==> src/hw/periph_map_consts.vh <==
/*
 holds address windows, identifier numbers and reset values for the
 peripheral identifier map. assumes nothing; definitions only.
*/
`ifndef PERIPH_MAP_CONSTS_VH
`define PERIPH_MAP_CONSTS_VH

// address windows
`define SYS_WIN_LO      32'hffffe800
`define SYS_WIN_HI      32'hffffffff
`define USR_WIN_LO      32'hfffa0000
`define USR_WIN_HI      32'hfffcffff
`define USR_SLOT_SHIFT  14
`define USR_SLOT_COUNT  12

// identifiers
`define ID_FAST         0
`define ID_SYSTEM       1
`define ID_FIRST_LOW    2
`define ID_LAST_LOW     14
`define ID_FIRST_HIGH   17
`define ID_USB_HOST     20
`define ID_LAST_HIGH    28
`define ID_EXT0         29
`define ID_EXT1         30
`define ID_EXT2         31

// identifiers with no clock gate: 0, 1, 20, 29, 30, 31
`define NO_CLOCK_MASK   32'he0100003
// clocks of the system group never stop
`define SYS_CLK_ON      7'h7f
`define BACKUP_RESET    32'h00000000
`define BACKUP_COUNT    4

`endif

==> src/hw/periph_id_map.v <==
/*
 holds the peripheral identifier map: interrupt vector, clock gates,
 address window decode and backup registers. assumes all inputs share
 core_clk_i except the fast interrupt pin and the three external
 interrupt pins, which are synchronised here.
*/
`timescale 1ns/1ps
`include "periph_map_consts.vh"

module periph_id_map
#(
    parameter BACKUP_COUNT = `BACKUP_COUNT
)
(
    // clock and reset
    input  wire        core_clk_i,
    input  wire        rst_i,
    // interrupt sources
    input  wire        fast_interrupt_input_i,
    input  wire        external_irq_line_0_i,
    input  wire        external_irq_line_1_i,
    input  wire        external_irq_line_2_i,
    input  wire [6:0]  sys_irq_i,
    input  wire [12:0] low_irq_i,
    input  wire [11:0] high_irq_i,
    // interrupt controller side
    output reg  [31:0] vectored_irq_controller_o,
    output reg         system_group_interrupt_o,
    // clock manager side
    input  wire        clk_enable_wr_i,
    input  wire        clk_disable_wr_i,
    input  wire [31:0] clk_wr_data_i,
    output reg  [31:0] power_clock_manager_o,
    output wire [6:0]  sys_clk_on_o,
    // address decode
    input  wire [31:0] addr_i,
    output reg         sys_sel_o,
    output reg         usr_sel_o,
    output reg  [3:0]  usr_slot_o,
    // backup registers
    input  wire        backup_wr_i,
    input  wire [1:0]  backup_idx_i,
    input  wire [31:0] backup_wr_data_i,
    output reg  [31:0] backup_rd_data_o
);

    reg [3:0]  ext_meta_reg;
    reg [3:0]  ext_sync_reg;
    reg [31:0] irq_next;
    reg [31:0] gate_next;
    reg [31:0] backup_reg [0:BACKUP_COUNT-1];
    wire [31:0] usr_off;
    integer i;

    function in_range;
        input [31:0] a;
        input [31:0] lo;
        input [31:0] hi;
        begin
            in_range = (a >= lo) && (a <= hi);
        end
    endfunction

    // strip ids that have no clock gate from a write mask
    function [31:0] allowed_gates;
        input [31:0] mask;
        begin
            allowed_gates = mask & ~`NO_CLOCK_MASK;
        end
    endfunction

    assign usr_off = addr_i - `USR_WIN_LO;
    assign sys_clk_on_o = `SYS_CLK_ON;

    // two-stage sync of external pins
    always @(posedge core_clk_i or posedge rst_i)
    begin
        if (rst_i)
        begin
            ext_meta_reg <= 4'h0;
            ext_sync_reg <= 4'h0;
        end
        else
        begin
            ext_meta_reg <= {external_irq_line_2_i, external_irq_line_1_i,
                             external_irq_line_0_i, fast_interrupt_input_i};
            ext_sync_reg <= ext_meta_reg;
        end
    end

    // assemble request vector
    always @*
    begin
        irq_next = 32'h00000000;
        irq_next[`ID_FAST] = ext_sync_reg[0];
        irq_next[`ID_SYSTEM] = |sys_irq_i;
        irq_next[`ID_LAST_LOW:`ID_FIRST_LOW] = low_irq_i;
        irq_next[`ID_LAST_HIGH:`ID_FIRST_HIGH] = high_irq_i;
        irq_next[`ID_EXT2:`ID_EXT0] = ext_sync_reg[3:1];
    end

    // clock gate update, forbidden ids masked
    always @*
    begin
        gate_next = power_clock_manager_o;
        if (clk_enable_wr_i)
            gate_next = gate_next | allowed_gates(clk_wr_data_i);
        if (clk_disable_wr_i)
            gate_next = gate_next & ~allowed_gates(clk_wr_data_i);
    end

    // request vector and system line registers
    always @(posedge core_clk_i or posedge rst_i)
    begin
        if (rst_i)
        begin
            vectored_irq_controller_o <= 32'h00000000;
            system_group_interrupt_o  <= 1'b0;
        end
        else
        begin
            vectored_irq_controller_o <= irq_next;
            system_group_interrupt_o  <= irq_next[`ID_SYSTEM];
        end
    end

    // clock gate state register
    always @(posedge core_clk_i or posedge rst_i)
    begin
        if (rst_i)
        begin
            power_clock_manager_o <= 32'h00000000;
        end
        else
        begin
            power_clock_manager_o <= gate_next;
        end
    end

    // address window decode registers
    always @(posedge core_clk_i or posedge rst_i)
    begin
        if (rst_i)
        begin
            sys_sel_o  <= 1'b0;
            usr_sel_o  <= 1'b0;
            usr_slot_o <= 4'h0;
        end
        else
        begin
            sys_sel_o <= in_range(addr_i, `SYS_WIN_LO, `SYS_WIN_HI);
            usr_sel_o <= in_range(addr_i, `USR_WIN_LO, `USR_WIN_HI);
            usr_slot_o <= usr_off[17:14];
        end
    end

    // backup read port
    always @(posedge core_clk_i or posedge rst_i)
    begin
        if (rst_i)
        begin
            backup_rd_data_o <= `BACKUP_RESET;
        end
        else
        begin
            backup_rd_data_o <= backup_reg[backup_idx_i];
        end
    end

    // backup registers, cleared by rst_i like every other register here
    always @(posedge core_clk_i or posedge rst_i)
    begin
        if (rst_i)
        begin
            for (i = 0; i < BACKUP_COUNT; i = i + 1)
                backup_reg[i] <= `BACKUP_RESET;
        end
        else if (backup_wr_i)
            backup_reg[backup_idx_i] <= backup_wr_data_i;
    end

endmodule

==> config.mk <==
export PLATFORM = sky130hd
export DESIGN_NAME = periph_id_map
export DESIGN_NICKNAME = d
export VERILOG_FILES = /design/src/hw/periph_id_map.v
export VERILOG_INCLUDE_DIRS = /design/src /design/src/hw
export SDC_FILE = /design/constraint.sdc
export NUM_CORES = 1
export LEC_CHECK = 0
export ABC_AREA = 1
export ABC_CLOCK_PERIOD_IN_PS = 19500
export BUFFER_PORTS_ARGS = -buffer_cell sky130_fd_sc_hd__buf_2
export CORE_AREA = 4 4 163 165
export CTS_BUF_LIST = sky130_fd_sc_hd__clkbuf_2 sky130_fd_sc_hd__clkbuf_4 sky130_fd_sc_hd__clkbuf_8
export DETAILED_ROUTE_END_ITERATION = 12
export DIE_AREA = 0 0 167 169
export SETUP_SLACK_MARGIN = 0.3
export SYNTH_ARGS = -nofsm -noshare
export SYNTH_HDL_FRONTEND = slang
export SYNTH_SLANG_ARGS = --single-unit
export TNS_END_PERCENT = 50
==> constraint.sdc <==
create_clock -name core_clk_i -period 19.5 [get_ports core_clk_i]
set_clock_uncertainty 0.2 [all_clocks]
set_input_delay 2.925 -clock core_clk_i [delete_from_list [all_inputs] [get_ports core_clk_i]]
set_output_delay 2.925 -clock core_clk_i [all_outputs]
set_load 0.02 [all_outputs]
==> summary.txt, run 1 <==
STA
  – Hold Vio Cnt, Final: 0
  – Final min period: 5.575 ns
  – Final setup vio count: 0
  – Slew @ Worst Pin: 1.071 ns
  – Final number of max-transition violations: 0
  – RSZ-0062 raised after global routing: false
  – Fin Setup TNS: 0 ns
  – Max Freq: 179.4 MHz
  – Fin crit share: 28.59%
  – Slew headroom: 28.42%

Yosys
  – Post-synthesis cell type count: 26
  – Synth area leader: dfrtp_1
  – Synth warnings: 0
  – Largest cells by area after synthesis: dfrtp_1, nand2_1, o21ai_1, nand3_1, inv_1
  – Post-synthesis cell area: 8917 µm²
  – Sequential area share after synthesis: 64.54%
  – Yosys reg bits: 230
  – Mean Syn Cell Area: 10.39 µm²
  – Synth top area share: 64.54%
  – Syn Inst Count: 858

Clock network
  – CTS clk-pin slew, worst paths: 0.06 ns
  – Bufs on Longest Clock Path: 3
  – Clk Latency, worst-skew pair: 0.52 ns
  – CTS tree: built
  – CTS Root Cell: clkbuf_8
  – Setup Fix Bufs, Post-CTS: 0
  – # hold bufs at CTS: 0
  – Clk sink count: 230
  – H-tree depth: 2
  – Post-cts resize count: 0
  – TritonCTS Buffers: 41

Worst setup path
  – Worst Path Class, Setup: input port to register
  – CP Data Arrival Time: 5.76 ns
  – Worst EP required: 19.69 ns
  – Startpoint Class: input port
  – Reg2reg path depth: 2
  – Worst Setup End Kind: register
  – Critical Path Fanout Max: 36

Floorplanning
  – Area of the core: 25040 µm²
  – Initial core utilization: 35.62%
  – Top Ports: 249
  – Die Span Y: 169 µm
  – Die Span X: 167 µm
  – Full die area: 28220 µm²
  – Row cnt: 58

Placement
  – GP Congestion: 0.7961
  – Post-placement cell area: 10180 µm²
  – I/O Buffers: 227
  – DP HPWL: 13140 µm

Routing
  – Drt pass-1 iters: 5
  – Via density: 4.589
  – DR vias: 6581
  – DR iter-0 viols: 444
  – Drt wl/cell: 15.02 µm
  – Antenna Nets Post-Route: 0
  – Total wire length: 21540 µm
  – DRC: 0

GRT
  – Number of global-route vias before repair: 6366
  – Global-route usage over all layers: 15.18%
  – Largest net degree at the start of global routing: 92
  – Gr ovfl total: 0
  – Global-route wire length before repair: 34710 µm
  – Initial antenna violation count: 1

Cells and area
  – Final design utilization: 43.91%
  – Layout cells sized above 1: 30.19%
  – Max reg flops: 128
  – FILL cells: 2452
  – NumNets Final: 1223
  – P&R area growth vs syn: 23.29%
  – Final Instance Area: 10990 µm²

Flow run
  – MaxCap Viol Count: 0

Power
  – Pwr/cell area: 107.9 nW/µm²
  – Leakage: 5.764 nW
  – Peak supply drop: 0.05942 mV

Worst hold path
  – Hold crit path type: register to register
  – Worst Hold Depth: 0

Status
  – Status: finished clean
## layout by cell type, fill, tap and decap left out, types with 2 or more instances in the layout
master	netlist	layout
buf_4	17	5
buf_2	28	227
clkbuf_4	0	10
a21o_1	26	26
a22oi_1	32	32
conb_1	2	15
nor4_1	2	2
a21oi_1	27	27
nand2_2	2	2
nand2_1	182	182
dfrtp_1	230	230
bufinv_16	0	2
o21ai_1	77	77
clkbuf_8	0	48
nor2_1	11	11
nor2_4	2	2
inv_1	76	75
nand4_1	3	3
o21ai_0	22	22
nand3_1	65	65
o21ai_2	30	30
inv_2	2	2
## layout make-up
cell class	count	area [µm²]	share of cell area (%)
Clock inverter	4	72.57	0.6601
Sequential cell	230	5756	52.35
Multi-Input combinational cell	501	2541	23.11
Tap cell	330	412.9	3.756
Antenna cell	1	2.502	0.02276
Timing Repair Buffer	232	1174	10.67
Clock buffer	58	735.7	6.692
Inverter	78	300.3	2.731
## synthesized netlist by cell type (all sizes together)
cell type and instances:
dfrtp 230, nand2 185, o21ai 129, inv 78, nand3 66, buf 51, a22oi 32, a21oi 27
a21o 26, nor2 13, clkbuf 11, nand4 3, conb 2, nor4 2, and2 1, nor3 1
o21bai 1
## final timing paths
path	start	to	slack, ns
worst min register to register	ext_sync_reg[2]	vectored_irq_controller_o[30]	0.15
worst max register to register	backup_reg[100]	backup_rd_data_o[4]	18.42
min in group asynchronous	rst_i	vectored_irq_controller_o[22]	2.31
worst min-delay path	ext_sync_reg[2]	vectored_irq_controller_o[30]	0.15
worst max-delay path	backup_idx_i[1]	backup_reg[22]	13.93
max in group asynchronous	rst_i	backup_rd_data_o[1]	15.41
## through the flow
step                      hold WS, ns  setup slack [ns]  cells  power [mW]
final                          0.1474             13.93   1434       1.186
after global routing           0.1591             13.68   1433       1.259
after CTS                      0.1483             13.89   1433       1.210
after detailed placement       0.1355             13.33   1371      0.7494
after global placement         0.1322             13.38   1371      0.7450
after floorplan                0.1312             10.07    871      0.6903
## critical path: stages
cell and delay (ns):
buf_2 0.74, nand2_1 0.14, inv_2 0.65, nand2_2 0.63, buf_4 0.47, nand2_1 0.10, o21ai_1 0.06
## cells by family (layout without fill, tap and decap cells)
logic type,after synthesis,after routing,synth area share (%)
AOI/OAI and AO/OA,215,215,14.99
buffers and inverters,140,372,7.507
DFF,230,230,64.54
other,2,16,0.08422
and+or+nand+nor,271,271,12.88
## where the power goes
| group | switching (mW) | total [mW] | leakage (nW) | internal [mW] |
|---|---|---|---|---|
| logic | 0.107 | 0.169 | 2.51 | 0.0615 |
| registers | 0.0283 | 0.570 | 2.83 | 0.542 |
| clock network | 0.183 | 0.448 | 0.423 | 0.265 |
| total | 0.318 | 1.19 | 5.76 | 0.868 |
## metal layers
| metal | global-route usage [%] | vias to the layer above | wire, µm |
|---|---|---|---|
| met2 | 23.23 | 283 | 9362 |
| met5 | 0 | - | 19 |
| met3 | 4.204 | 30 | 1839 |
| met4 | 3.913 | 2 | 302 |
| li1 | - | 3251 | - |
| met1 | 21.49 | 3015 | 10010 |
(Power assumes the default switching activity.)
==> run 2, diff against run 1 <==
Settings changed: ABC_CLOCK_PERIOD_IN_PS 19500 to 5000.
Clock period 19.5 ns to 5 ns, I/O delays scaled along.
==> summary.txt, run 2 (synthesized netlist as in run 1, its figures left out) <==
Placement
  – GP Congestion: 0.7831 (was 0.7961)
  – DP HPWL: 12990 µm (was 13140 µm)
  – I/O Buffers: 227 (unchanged)
  – Placed Cells: 1373 (was 1371)

Clock network
  – Clk Latency, worst-skew pair: 0.51 ns (was 0.52 ns)
  – H-tree depth: 2 (unchanged)
  – Bufs on Longest Clock Path: 3 (unchanged)
  – CTS tree: built (unchanged)
  – CTS Root Cell: clkbuf_8 (unchanged)
  – Clk sink count: 230 (unchanged)
  – TritonCTS Buffers: 40 (was 41)
  – Setup Fix Bufs, Post-CTS: 0 (unchanged)
  – CTS clk-pin slew, worst paths: 0.06 ns (about the same)

Flow run
  – MaxCap Viol Count: 0 (unchanged)

STA
  – Max Freq: 350.1 MHz
  – Fin Setup TNS: 0 ns (unchanged)
  – Slew headroom: 23.81% (was 28.42%)
  – Final min period: 2.857 ns
  – Hold Vio Cnt, Final: 0 (unchanged)
  – Fin crit share: 57.13%
  – Slew @ Worst Pin: 1.139 ns (was 1.071 ns)
  – Final number of max-transition violations: 0 (unchanged)
  – Final setup vio count: 0 (unchanged)
  – RSZ-0062 raised after global routing: false (unchanged)

Cells and area
  – Most frequent cells in the layout: dfrtp_1, buf_2, nand2_1, o21ai_1, inv_1 (unchanged)
  – FILL cells: 2434 (was 2452)
  – Antenna diodes: 0 (was 1)
  – Layout cells sized above 1: 30.79% (was 30.19%)
  – Commonest non-fill, non-tap cell in the layout: dfrtp_1 (unchanged)
  – Reg area: 5756 µm² (unchanged)
  – P&R area growth vs syn: 24.46% (was 23.29%)
  – NumNets Final: 1225 (was 1223)
  – Max reg flops: 128 (unchanged)
  – Multi-input gate area: 2549 µm² (was 2541 µm²)
  – Post-Layout Cell Count: 1444 (was 1434)

Worst setup path
  – Worst EP required: 5.19 ns (was 19.69 ns)
  – Reg2Reg Setup Slack: 3.94 ns (was 18.42 ns)
  – Worst Path Class, Setup: input port to register (unchanged)
  – Crit. Startpoint: backup_idx_i[1] (unchanged)
  – FF-to-FF Start: backup_reg[100] (unchanged)
  – Startpoint Class: input port (unchanged)
  – Critical path endpoint: backup_reg[110] (was backup_reg[22])
  – Critical Path Fanout Max: 64 (was 36)
  – Reg2reg path depth: 2 (unchanged)
  – CP Data Arrival Time: 3.05 ns (was 5.76 ns)
  – Reg-to-reg endpoint: backup_rd_data_o[4] (unchanged)
  – Worst Setup End Kind: register (unchanged)

Floorplanning
  – Die Span Y: 169 µm (unchanged)
  – Die Span X: 167 µm (unchanged)
  – Row cnt: 58 (unchanged)
  – Area of the core: 25040 µm² (unchanged)
  – Top Ports: 249 (unchanged)
  – Initial core utilization: 35.62% (unchanged)
  – Full die area: 28220 µm² (unchanged)

GRT
  – Global-route usage over all layers: 14.79% (was 15.18%)
  – Gr ovfl total: 0 (unchanged)
  – Number of global-route vias before repair: 6525 (was 6366)
  – Global-route wire length before repair: 34420 µm (was 34710 µm)
  – Largest net degree at the start of global routing: 127 (was 92)
  – Initial antenna violation count: 0 (was 1)

Routing
  – Drt pass-1 iters: 5 (unchanged)
  – DR iter-0 viols: 526 (was 444)
  – Antenna Nets Post-Route: 0 (unchanged)
  – Drt wl/cell: 14.65 µm (was 15.02 µm)
  – Via density: 4.618 (was 4.589)
  – DRC: 0 (unchanged)
  – Total wire length: 21150 µm (was 21540 µm)
  – DR vias: 6669 (was 6581)

Power
  – Leakage: 5.808 nW (was 5.764 nW)
  – Pwr/cell area: 421.5 nW/µm² (was 107.9 nW/µm²)
  – Peak supply drop: 0.1612 mV (was 0.05942 mV)

Worst hold path
  – Hold crit path type: input port to register (was register to register)

Status
  – Status: finished clean (unchanged)
==> run 2: per-layer routing <==
metal  wire [µm]  track usage [%]  part of all wire, %
met2        9278            22.19                   44
met3        1759            4.414                  8.3
met4         299            3.842                  1.4
met1        9810            21.13                   46
met5           0                0                    0
==> run 2: timing repair <==
| item | in CTS | in global routing |
|---|---|---|
| gates resized for setup | 0 | 0 |
| hold buffers | 1 | 0 |
| setup endpoints to repair | 0 | 0 |
| endpoints found under the hold margin | 1 | 0 |
==> run 2: layout make-up <==
| class | count | area share, % |
|---|---|---|
| flip-flops and latches | 230 | 51.86 |
| clock buffers | 66 | 7.621 |
| inverters | 78 | 2.672 |
| repair buffers | 235 | 10.91 |
| multi-input cells | 501 | 22.97 |
| well taps | 330 | 3.720 |
| clock inverters | 4 | 0.2480 |
==> run 2: how the worst min path moves through the flow <==
stage                    startpoint                             to  slack [ns]  cells past startpoint
floorplan           ext_meta_reg[0]                ext_sync_reg[0]        0.13                      0
global placement    ext_sync_reg[3]  vectored_irq_controller_o[31]        0.13                      0
detailed placement  ext_meta_reg[3]                ext_sync_reg[3]        0.13                      0
CTS                   high_irq_i[3]  vectored_irq_controller_o[20]        0.09                      1
global route           low_irq_i[5]   vectored_irq_controller_o[7]        0.09                      1
finish                 low_irq_i[5]   vectored_irq_controller_o[7]        0.14                      1
==> run 2: report_power, final <==
part,total [mW],internal (mW),leakage (nW),switching [mW]
logic,0.659,0.243,2.52,0.416
registers,2.22,2.11,2.83,0.112
clock network,1.79,1.06,0.453,0.730
total,4.68,3.42,5.81,1.26
==> run 2: worst max-delay path, stage by stage <==
cell	delay [ns]
buf_2	0.16
nor2_4	0.75
nand2_2	0.92
o21ai_0	0.45
==> run 2: through the flow <==
stage	worst slack, ns	utilization [%]	instance area (µm²)	power [mW]	hold WS (ns)
6_report	2.143	44.33	11100	4.678	0.1411
5_1_grt	1.853	44.33	11100	4.943	0.08954
4_1_cts	2.084	44.33	11100	4.760	0.09222
3_5_place_dp	1.534	40.80	10210	2.925	0.1347
3_3_place_gp	1.606	40.80	10210	2.907	0.1320
2_1_floorplan	1.042	-	8970	2.693	0.1312
==> run 3, diff against run 2 <==
Settings changed: ABC_CLOCK_PERIOD_IN_PS 5000 to 2500.
Clock period 5 ns to 2.5 ns, I/O delays scaled along.
==> summary.txt, run 3 (synthesized netlist as in run 1, its figures left out) <==
Clock network
  – CTS tree: built (unchanged)
  – CTS Root Cell: clkbuf_8 (unchanged)
  – TritonCTS Buffers: 40 (unchanged)
  – CTS clk-pin slew, worst paths: 0.06 ns (about the same)
  – Clk sink count: 230 (unchanged)
  – Post-cts resize count: 0 (unchanged)
  – H-tree depth: 2 (unchanged)
  – Setup Fix Bufs, Post-CTS: 0 (unchanged)
  – Clk Latency, worst-skew pair: 0.52 ns (was 0.51 ns)
  – Bufs on Longest Clock Path: 3 (unchanged)

Floorplanning
  – Die Span X: 167 µm (unchanged)
  – Top Ports: 249 (unchanged)
  – Initial core utilization: 35.62% (unchanged)
  – Full die area: 28220 µm² (unchanged)
  – Die Span Y: 169 µm (unchanged)
  – Row cnt: 58 (unchanged)
  – Area of the core: 25040 µm² (unchanged)

Worst setup path
  – Peak per-stage delay on the critical path: 0.58 ns (was 0.92 ns)
  – Delay-heaviest family, CP: buffers and inverters (was simple AND/OR/NAND/NOR gates)
  – Worst path cell trace: dlygate4sd3_1 > buf_2 > nor4_1 > dlygate4sd3_1 > nand2_1 > dlygate4sd3_1 (was buf_2 > nor2_4 > nand2_2 > o21ai_0)
  – Worst EP required: 2.70 ns (was 5.19 ns)
  – Worst Setup End Kind: register (unchanged)
  – CP bufs+invs: 4 (was 1)
  – FF-to-FF Start: backup_reg[108] (was backup_reg[100])
  – CP Data Arrival Time: 2.46 ns (was 3.05 ns)
  – Critical Path Fanout Max: 1 (was 64)
  – Most common cell on crit path: dlygate4sd3_1
  – Worst Path Class, Setup: input port to register (unchanged)
  – Crit. Startpoint: sys_irq_i[1] (was backup_idx_i[1])
  – CP max-delay cell: dlygate4sd3_1 (was nand2_2)
  – Startpoint Class: input port (unchanged)

GRT
  – Global-route usage over all layers: 16.57% (was 14.79%)
  – Largest net degree at the start of global routing: 70 (was 127)
  – Met3 usage in global routing: 4.531% (was 4.414%)
  – Met2 Track Usage GR: 26.98% (was 22.19%)
  – Gr ovfl total: 0 (unchanged)
  – GR peak layer: met2 (unchanged)
  – Initial antenna violation count: 3 (was 0)
  – Met1 usage: 22.06% (was 21.13%)
  – Number of global-route vias before repair: 7257 (was 6525)
  – Global-route wire length before repair: 38270 µm (was 34420 µm)

Cells and area
  – Final Instance Area: 12270 µm² (was 11100 µm²)
  – Most frequent cells in the layout: dfrtp_1, buf_2, nand2_1, dlygate4sd3_1, o21ai_1 (was dfrtp_1, buf_2, nand2_1, o21ai_1, inv_1)
  – Max reg flops: 128 (unchanged)
  – Layout cells sized above 1: 29.18% (was 30.79%)
  – Commonest non-fill, non-tap cell in the layout: dfrtp_1 (unchanged)
  – P&R area growth vs syn: 37.62% (was 24.46%)
  – Antenna diodes: 0 (unchanged)
  – NumNets Final: 1336 (was 1225)

Routing
  – DR iter-0 viols: 440 (was 526)
  – Antenna Nets Post-Route: 0 (unchanged)
  – Drt wl/cell: 15.01 µm (was 14.65 µm)
  – Total wire length: 23370 µm (was 21150 µm)
  – Via density: 4.552 (was 4.618)
  – DR vias: 7087 (was 6669)
  – DRC: 0 (unchanged)
  – Drt pass-1 iters: 4 (was 5)

Placement
  – I/O Buffers: 227 (unchanged)
  – GP Congestion: 0.7753 (was 0.7831)
  – DP HPWL: 14280 µm (was 12990 µm)
  – Post-placement cell area: 10400 µm² (was 10210 µm²)

Flow run
  – MaxCap Viol Count: 0 (unchanged)

STA
  – Final setup vio count: 0 (unchanged)
  – RSZ-0062 raised after global routing: true (was false)
  – Slew @ Worst Pin: 0.5076 ns (was 1.139 ns)
  – Hold Vio Cnt, Final: 0 (unchanged)
  – Slew headroom: 66.13% (was 23.81%)
  – Final min period: 2.260 ns
  – Max Freq: 442.5 MHz
  – Final number of max-transition violations: 0 (unchanged)
  – Fin crit share: 90.39%
  – Fin Setup TNS: 0 ns (unchanged)

Power
  – Pwr/cell area: 780.0 nW/µm² (was 421.5 nW/µm²)
  – Peak supply drop: 0.4057 mV (was 0.1612 mV)
  – Leakage: 6.333 nW (was 5.808 nW)

Worst hold path
  – Hold crit path type: input port to register (unchanged)
  – Hold_sp: backup_idx_i[1] (was low_irq_i[5])

Status
  – Status: finished clean (unchanged)
-- run 3: stage by stage --
| stage | setup slack [ns] | utilization [%] | instances | power (mW) | hold slack, ns |
|---|---|---|---|---|---|
| floorplan | -1.083 | - | 871 | 5.385 | 0.1312 |
| global placement | 0.5616 | 41.54 | 1386 | 5.854 | 0.1318 |
| detailed placement | 0.5673 | 41.54 | 1386 | 5.895 | 0.1347 |
| CTS | 0.3184 | 49.06 | 1558 | 9.752 | 0.08475 |
| global route | 0.1779 | 49.02 | 1557 | 10.16 | 0.1178 |
| finish | 0.2403 | 49.02 | 1557 | 9.572 | 0.1155 |
-- run 3: per-layer routing --
metal / vias to the layer above / routed length (µm)
met5: - / 34
met4: 6 / 410
met3: 43 / 1829
met2: 251 / 10870
met1: 3301 / 10230
li1: 3486 / -
-- run 3: worst min-delay path: stages --
cell and delay (ns):
buf_2 0.21, nand3_1 0.13, nand3_1 0.07
-- run 3: repair_timing --
| action | CTS | global route |
|---|---|---|
| setup endpoints to repair | 0 | 2 |
| hold buffers | 100 | 0 |
| endpoints found under the hold margin | 206 | 0 |
-- run 3: cell type report --
cell class / count / area (µm²)
multi-input combinational: 501 / 2549
clock inverter: 6 / 60.06
timing repair buffer: 346 / 2377
sequential: 230 / 5756
fill: 2340 / 12760
inverter: 78 / 296.5
tap: 330 / 412.9
clock buffer: 66 / 820.8
-- run 3: power breakdown --
group          internal, mW  total (mW)  switching [mW]
Sequential             4.23        4.46           0.238
Combinational         0.605        1.47           0.860
Clock                  2.17        3.64            1.47
Total                  7.00        9.57            2.57
-- run 3: final timing paths --
kind / endpoint / slack (ns) / cells after the start
min in group asynchronous: backup_reg[51] / 0.23 / 3
worst max-delay path: vectored_irq_controller_o[1] / 0.24 / 6
worst min register to register: vectored_irq_controller_o[30] / 0.15 / 0
max in group asynchronous: power_clock_manager_o[15] / 1.05 / 4
worst min-delay path: backup_rd_data_o[0] / 0.12 / 3
worst max register to register: backup_rd_data_o[12] / 1.49 / 2
